File: src/core/tsq_params.svh
`ifndef TSQ_PARAMS_SVH
`define TSQ_PARAMS_SVH

// Shared tag bus geometry
`define TSQ_TBUS_W        40
`define TSQ_TAG_W         20
`define TSQ_CMP_HI        17
`define TSQ_CMP_LO        7
`define TSQ_CMP_W         11
`define TSQ_INDEX_HI      19
`define TSQ_INDEX_LO      5

// Combined read return layout
`define TSQ_COMB_HI       37
`define TSQ_COMB_LO       18
`define TSQ_ODD_DIRTY_HI  37
`define TSQ_ODD_DIRTY_LO  34
`define TSQ_EVEN_DIRTY_HI 21
`define TSQ_EVEN_DIRTY_LO 18

// Tag ram word: dirty 19:16, synonym 15:12, sector states 11:4, unused 3:0
`define TSQ_RAM_DIRTY_HI  19
`define TSQ_RAM_DIRTY_LO  16
`define TSQ_RAM_VS_HI     15
`define TSQ_RAM_VS_LO     4

// State read timing, in clocks counted from the function field (clock 2)
`define TSQ_RD_TRI_CLK    5
`define TSQ_RD_CAP_CLK    6
`define TSQ_RD_OWN_CLK    8
`define TSQ_RD_RET_CLK    9
`define TSQ_RD_END_CLK    10

// Store queue compare latency in clocks
`define TSQ_CMP_LAT       4

// Function codes
`define TSQ_FN_W          3
`define TSQ_FN_NOP        3'h0
`define TSQ_FN_RD_EVEN    3'h1
`define TSQ_FN_RD_ODD     3'h2
`define TSQ_FN_RD_COMB    3'h3
`define TSQ_FN_SQ_CMP     3'h4
`define TSQ_FN_EMPTY_Q    3'h5

`endif

File: src/core/tsq_pkg.sv
package tsq_pkg;

  typedef enum logic [2:0] {
    TSQ_IDLE = 3'b001,
    TSQ_READ = 3'b010,
    TSQ_EMPT = 3'b100
  } tsq_state_e;

  typedef struct packed {
    logic [39:0] data;
    logic        oe;
  } tsq_bus_out_s;

  typedef struct packed {
    logic        valid;
    logic [10:0] addr;
  } tsq_cmp_s;

endpackage

File: src/core/tsq_tag_state_read.sv
// Behaviour
// - Release tag address bus in clock five
// - Capture tag data, retake tag bus clock eight
// - Return on shared bus clock nine, release ten
// - Drive all forty bits on return
// - Combined read lands on bits 37:18
// - Combined: odd state and synonym, even dirty
// - Odd dirty 37:34, synonym, states, 39:38 undefined
// - Even dirty 21:18, bits 17:0 undefined
// - Compare address bits 17:7 only
// - Compare both queues within four clocks
// - Results on two active-low pins only
// - Drain queue, then assert release
// - Sector false positives still honoured
// - Compares pipelined, one per clock
`timescale 1ns/100ps
`default_nettype none
`include "tsq_params.svh"

module tsq_tag_state_read #(
  parameter int QDEPTH = 8
) (
  // Clock and reset
  input  wire logic                      clock,
  input  wire logic                      nrst,
  // Shared tag bus from controller
  input  wire logic [`TSQ_TBUS_W-1:0]    tbus_in,
  input  wire logic [`TSQ_FN_W-1:0]      func_in,
  // Shared tag bus drive
  output logic      [`TSQ_TBUS_W-1:0]    tbus_out,
  output logic                           tbus_oe,
  // Tag ram data bus, odd and even
  input  wire logic [`TSQ_TAG_W-1:0]     odd_tag_in,
  input  wire logic [`TSQ_TAG_W-1:0]     even_tag_in,
  output logic                           tag_addr_oe,
  // Store address queue entries and state
  input  wire logic [QDEPTH*`TSQ_CMP_W-1:0] left_queue_addr,
  input  wire logic [QDEPTH-1:0]         left_queue_valid,
  input  wire logic [QDEPTH*`TSQ_CMP_W-1:0] right_queue_addr,
  input  wire logic [QDEPTH-1:0]         right_queue_valid,
  input  wire logic                      queue_empty,
  output logic                           queue_drain_req,
  // Match pins and bus handoff
  output logic                           even_queue_match_n,
  output logic                           odd_queue_match_n,
  output logic                           processor_bus_release_n
);

  initial begin
    if (QDEPTH < 1 || QDEPTH > 64) begin
      $error("QDEPTH out of range");
    end
  end

  tsq_pkg::tsq_state_e state_reg;
  logic [3:0]          rd_cnt_reg;
  logic                rd_comb_reg;
  logic                rd_even_reg;
  logic [`TSQ_TAG_W-1:0] odd_cap_reg;
  logic [`TSQ_TAG_W-1:0] even_cap_reg;
  logic [`TSQ_TBUS_W-1:0] ret_word;

  wire logic rd_start = (func_in == `TSQ_FN_RD_EVEN) || (func_in == `TSQ_FN_RD_ODD)
                     || (func_in == `TSQ_FN_RD_COMB);

  // State read sequencer; controller guarantees no competing cycle
  always_ff @(posedge clock) begin
    if (!nrst) begin
      state_reg   <= tsq_pkg::TSQ_IDLE;
      rd_cnt_reg  <= 4'h0;
      rd_comb_reg <= 1'b0;
      rd_even_reg <= 1'b0;
    end else begin
      case (state_reg)
        tsq_pkg::TSQ_IDLE: begin
          if (func_in == `TSQ_FN_EMPTY_Q) begin
            state_reg <= tsq_pkg::TSQ_EMPT;
          end else if (rd_start) begin
            state_reg   <= tsq_pkg::TSQ_READ;
            rd_cnt_reg  <= 4'h3;
            rd_comb_reg <= (func_in == `TSQ_FN_RD_COMB);
            rd_even_reg <= (func_in == `TSQ_FN_RD_EVEN);
          end
        end
        tsq_pkg::TSQ_READ: begin
          rd_cnt_reg <= rd_cnt_reg + 4'h1;
          if (rd_cnt_reg == 4'(`TSQ_RD_END_CLK)) begin
            state_reg <= tsq_pkg::TSQ_IDLE;
          end
        end
        tsq_pkg::TSQ_EMPT: begin
          if (!processor_bus_release_n) begin
            state_reg <= tsq_pkg::TSQ_IDLE;
          end
        end
        default: state_reg <= tsq_pkg::TSQ_IDLE;
      endcase
    end
  end

  // Tag address bus released in clock 5, retaken in clock 8
  always_ff @(posedge clock) begin
    if (!nrst) begin
      tag_addr_oe <= 1'b1;
    end else if (state_reg == tsq_pkg::TSQ_READ
                 && rd_cnt_reg == 4'(`TSQ_RD_TRI_CLK - 1)) begin
      tag_addr_oe <= 1'b0;
    end else if (state_reg == tsq_pkg::TSQ_READ
                 && rd_cnt_reg == 4'(`TSQ_RD_OWN_CLK - 1)) begin
      tag_addr_oe <= 1'b1;
    end
  end

  // Capture tag ram data driven in clock 6
  always_ff @(posedge clock) begin
    if (!nrst) begin
      odd_cap_reg  <= '0;
      even_cap_reg <= '0;
    end else if (state_reg == tsq_pkg::TSQ_READ
                 && rd_cnt_reg == 4'(`TSQ_RD_CAP_CLK)) begin
      odd_cap_reg  <= odd_tag_in;
      even_cap_reg <= even_tag_in;
    end
  end

  // Return word; undefined fields are zero
  always_comb begin
    ret_word = '0;
    if (rd_comb_reg) begin
      ret_word[`TSQ_COMB_HI:`TSQ_COMB_LO] = odd_cap_reg;
      ret_word[`TSQ_ODD_DIRTY_HI:`TSQ_ODD_DIRTY_LO] =
        odd_cap_reg[`TSQ_RAM_DIRTY_HI:`TSQ_RAM_DIRTY_LO];
      ret_word[`TSQ_EVEN_DIRTY_HI:`TSQ_EVEN_DIRTY_LO] =
        even_cap_reg[`TSQ_RAM_DIRTY_HI:`TSQ_RAM_DIRTY_LO];
    end else begin
      // Single read: only the addressed ram counts, the other bus may hold junk
      ret_word[`TSQ_COMB_HI:`TSQ_COMB_LO] = rd_even_reg ? even_cap_reg : odd_cap_reg;
      ret_word[21:18] = 4'h0;
    end
  end

  // Shared bus driven in clock 9 only
  always_ff @(posedge clock) begin
    if (!nrst) begin
      tbus_oe  <= 1'b0;
      tbus_out <= '0;
    end else if (state_reg == tsq_pkg::TSQ_READ
                 && rd_cnt_reg == 4'(`TSQ_RD_RET_CLK - 1)) begin
      tbus_oe  <= 1'b1;
      tbus_out <= ret_word;
    end else begin
      tbus_oe  <= 1'b0;
      tbus_out <= '0;
    end
  end

  // Compare pipeline: slot per clock, result four clocks after issue
  tsq_pkg::tsq_cmp_s cmp_pipe [0:`TSQ_CMP_LAT-2];
  logic [QDEPTH-1:0] left_hit;
  logic [QDEPTH-1:0] right_hit;

  genvar gi;
  generate
    for (gi = 0; gi < QDEPTH; gi++) begin : g_cmp
      assign left_hit[gi]  = left_queue_valid[gi] && (cmp_pipe[`TSQ_CMP_LAT-2].addr
        == left_queue_addr[gi*`TSQ_CMP_W +: `TSQ_CMP_W]);
      assign right_hit[gi] = right_queue_valid[gi] && (cmp_pipe[`TSQ_CMP_LAT-2].addr
        == right_queue_addr[gi*`TSQ_CMP_W +: `TSQ_CMP_W]);
    end
  endgenerate

  always_ff @(posedge clock) begin
    if (!nrst) begin
      for (int i = 0; i < `TSQ_CMP_LAT-1; i++) begin
        cmp_pipe[i] <= '0;
      end
    end else begin
      cmp_pipe[0].valid <= (func_in == `TSQ_FN_SQ_CMP);
      cmp_pipe[0].addr  <= tbus_in[`TSQ_CMP_HI:`TSQ_CMP_LO];
      for (int i = 1; i < `TSQ_CMP_LAT-1; i++) begin
        cmp_pipe[i] <= cmp_pipe[i-1];
      end
    end
  end

  // Pins are independent; nothing returns on the shared bus
  always_ff @(posedge clock) begin
    if (!nrst) begin
      even_queue_match_n <= 1'b1;
      odd_queue_match_n  <= 1'b1;
    end else begin
      even_queue_match_n <= !(cmp_pipe[`TSQ_CMP_LAT-2].valid && |left_hit);
      odd_queue_match_n  <= !(cmp_pipe[`TSQ_CMP_LAT-2].valid && |right_hit);
    end
  end

  // Stores drain to completion, never flushed
  always_ff @(posedge clock) begin
    if (!nrst) begin
      queue_drain_req         <= 1'b0;
      processor_bus_release_n <= 1'b1;
    end else begin
      queue_drain_req         <= (state_reg == tsq_pkg::TSQ_EMPT)
                                 && processor_bus_release_n;
      processor_bus_release_n <= !((state_reg == tsq_pkg::TSQ_EMPT)
                                   && processor_bus_release_n && queue_empty);
    end
  end

endmodule

`default_nettype wire

File: config.mk
export PLATFORM = sky130hd
export DESIGN_NAME = tsq_tag_state_read
export DESIGN_NICKNAME = d
export VERILOG_FILES = /design/src/core/tsq_pkg.sv /design/src/core/tsq_tag_state_read.sv
export VERILOG_INCLUDE_DIRS = /design/src /design/src/core
export SDC_FILE = /design/constraint.sdc
export NUM_CORES = 1
export LEC_CHECK = 0
export BUFFER_PORTS_ARGS = -buffer_cell sky130_fd_sc_hd__buf_2
export CELL_PAD_IN_SITES_DETAIL_PLACEMENT = 0
export CELL_PAD_IN_SITES_GLOBAL_PLACEMENT = 1
export CORE_MARGIN = 8
export CORE_UTILIZATION = 34
export DETAILED_ROUTE_END_ITERATION = 8
export PLACE_DENSITY_LB_ADDON = 0.1
export SLEW_MARGIN = 10
export SYNTH_ARGS = -nofsm -noshare
export SYNTH_HDL_FRONTEND = slang
export SYNTH_SLANG_ARGS = --single-unit
File: constraint.sdc
create_clock -name clock -period 2.28 [get_ports clock]
set_clock_uncertainty 0.1 [all_clocks]
set_input_delay 0.228 -clock clock [delete_from_list [all_inputs] [get_ports clock]]
set_output_delay 0.228 -clock clock [all_outputs]
set_load 0.005 [all_outputs]
==> impl_metrics.csv <==
group,metric,value,unit
run_status,status,"finished, final reports clean",
yosys,synth.ff_latch_count,103,
layout,top_register,"cmp_pipe",
floorplan,io_pins,324,
layout,utilization,45.10,%
placement,hpwlAfterDp,15870,um
drt,vias,5273,
layout,largest_register_ffs,36,
clocking,h-tree-depth,3,
power,max-vdd-ir-drop,345.8,uV
drt,drc,0,
yosys,synth_cells,651,
critical_path,critPathCapture,"odd_cap_reg[18]",
yosys,synthFlopType,"dfxtp_1",
yosys,synth.area.top_cells,"dfxtp_1 (35%), xnor2_1 (26%), nand2_1 (6.8%)",
clocking,cts_tree,"done",
yosys,ys_seq_area_share,35.36,%
sta,final-setup-viol-count,0,
layout,n_fill_cell,1734,
sta,fin_hold_ws,10.69,ps
critical_path,required,2460,ps
layout,area_growth,31.93,%
sta,fmax,551.6,MHz
sta,setup_ws,467.1,ps
yosys,synth_top_area_cell,"dfxtp_1",
yosys,synth_area,5831,sq um
critical_path,cp-end-kind,"register",
drt,wl_per_cell,17.64,um
floorplan,core-area,17060,sq um
floorplan,die_x,147.0,um
clocking,clock_latency,340,ps
sta,slew_violations,0,
clocking,cts-root-buf,"clkbuf_16",
critical_path,start_kind,"register",
layout,top_regs,"cmp_pipe x36, tbus_out x20",
min_path,min_from,"tbus_in[15]",
floorplan,initial_core_util,34.18,%
power,powerDensity,541.1,nW/um^2
clocking,clk_path_buf_depth,2,
placement,gp_congestion,0.8647,
critical_path,r2r_start,"state_reg[1]",
critical_path,crit_arrival,1990,ps
drt,vias_per_cell,4.601,
grt,overflow,0,
yosys,yosysUniqueCellTypes,35,
drt,antenna_left,0,
sta,min_period,1813,ps
sta,hold_violations,0,
yosys,yosys_warnings,0,
critical_path,rr_worst_depth,6,
grt,grt_max_degree,33,
layout,num-nets-final,1194,
yosys,synth_top_area_share,35.36,%
yosys,async_flop_share,0,%
run,drv_cap,0,
yosys,avgSynthCellArea,8.956,sq um
drt,firstDrtPassIters,4,
grt,antenna_found_initial,4,
yosys,synth_edf_count,0,
floorplan,row_count,48,
layout,drive_above_1_share,36.82,%
clocking,cts_buffers,9,
drt,wl,20210,um
yosys,yosysMostFrequentCell,"xnor2_1",
critical_path,path_class,"register to register",
grt,grt_pass1_vias,5685,
clocking,path_clk_slew,70,ps
placement,port_buffers,266,
sta,rsz0062_at_grt,"no",
placement,post-place-ws,469.5,ps
critical_path,cp_max_fo,32,
clocking,cts_sinks,103,
min_path,hp-class,"primary input to register",
clocking,postCtsResizedCells,0,
yosys,synth_common_cells,"xnor2_1 (176), nand2_1 (105), dfxtp_1 (103)",
grt,grt_pass1_wl,31330,um
critical_path,startpoint,"state_reg[1]",
floorplan,die_h,147.0,um
drt,first_iter_violations,138,
floorplan,design.die.area,21600,sq um
critical_path,r2r_slack,470,ps
grt,groute.usage.overall,18.40,%
power,p_leak,2.965,nW
critical_path,r2r-end,"odd_cap_reg[18]",
sta,setup_tns,0,ps
sta,period_share,79.51,%
area by class of cell:
type	instances	area (sq um)	area share [%]
multi-input cells	502	3407	44.29
flip-flops and latches	103	2062	26.81
repair buffers	294	1609	20.92
well taps	225	281.5	3.660
clock buffers	10	239.0	3.107
clock inverters	6	75.07	0.9759
inverters	3	11.26	0.1464
diodes	3	7.507	0.09759
timing repair:
action | CTS | global route
hold endpoints to repair | 7 | 0
hold buffers | 7 | 0
buffers inserted | 0 | 0
worst max-delay path: stages, from the launching register on:
cell	delay, ps
dfxtp_1	380
nor3b_4	270
and3b_1	260
and2_1	140
buf_4	340
nand2_1	120
a21boi_2	130
where the power goes:
| group | switching, mW | internal [mW] |
|---|---|---|
| registers | 0.0256 | 1.84 |
| logic | 0.315 | 0.394 |
| clock network | 0.690 | 0.899 |
kinds of logic (layout without fill, tap and decap cells):
| group | Yosys count | after routing | share of synthesized area [%] |
|---|---|---|---|
| AND/OR/NAND/NOR | 237 | 237 | 20.69 |
| XOR/XNOR | 178 | 178 | 26.74 |
| flip-flops | 103 | 103 | 35.36 |
| buffers and inverters | 65 | 313 | 7.425 |
| AO/OA/AOI/OAI | 64 | 64 | 9.077 |
| adder cells (fa/ha/maj) | 3 | 3 | 0.6438 |
| other | 1 | 23 | 0.06432 |
placed cells by master, fill, tap and decap left out, types with 3 or more instances in the layout:
master	n
inv_1	3
o21ai_0	4
xnor2_1	176
nor3_1	18
buf_12	4
dlygate4sd3_1	7
clkbuf_16	9
a21oi_1	21
conb_1	20
buf_4	17
nand4_1	50
and2_1	38
nand2_1	105
ha_1	3
a21boi_0	3
dfxtp_1	103
nor2_1	6
a21boi_2	30
and3_1	5
diode_2	3
buf_2	266
nor4_1	4
stage by stage:
step / total power [mW] / std cells / area [sq um]
2_1_floorplan: 2.310 / 670 / 5902
3_3_place_gp: 2.590 / 1120 / 7301
3_5_place_dp: 2.608 / 1120 / 7301
4_1_cts: 4.230 / 1143 / 7685
5_1_grt: 4.384 / 1146 / 7692
6_report: 4.163 / 1146 / 7692
layer usage:
layer	GRT usage, %	routed length, um
met3	5.075	1424
met2	33.27	10330
met1	20.20	7930
met5	0	13
met4	6.578	514
worst min path at each step:
stage          depth (start not counted)  slack, ps                       to
4_1_cts                                3          4          odd_cap_reg[13]
5_1_grt                                2          8           cmp_pipe[0][8]
3_5_place_dp                           2        290  processor_bus_release_n
3_3_place_gp                           2        290  processor_bus_release_n
2_1_floorplan                          1        190  processor_bus_release_n
6_report                               2         10           cmp_pipe[0][8]
Power figures use the tool's default switching activity.
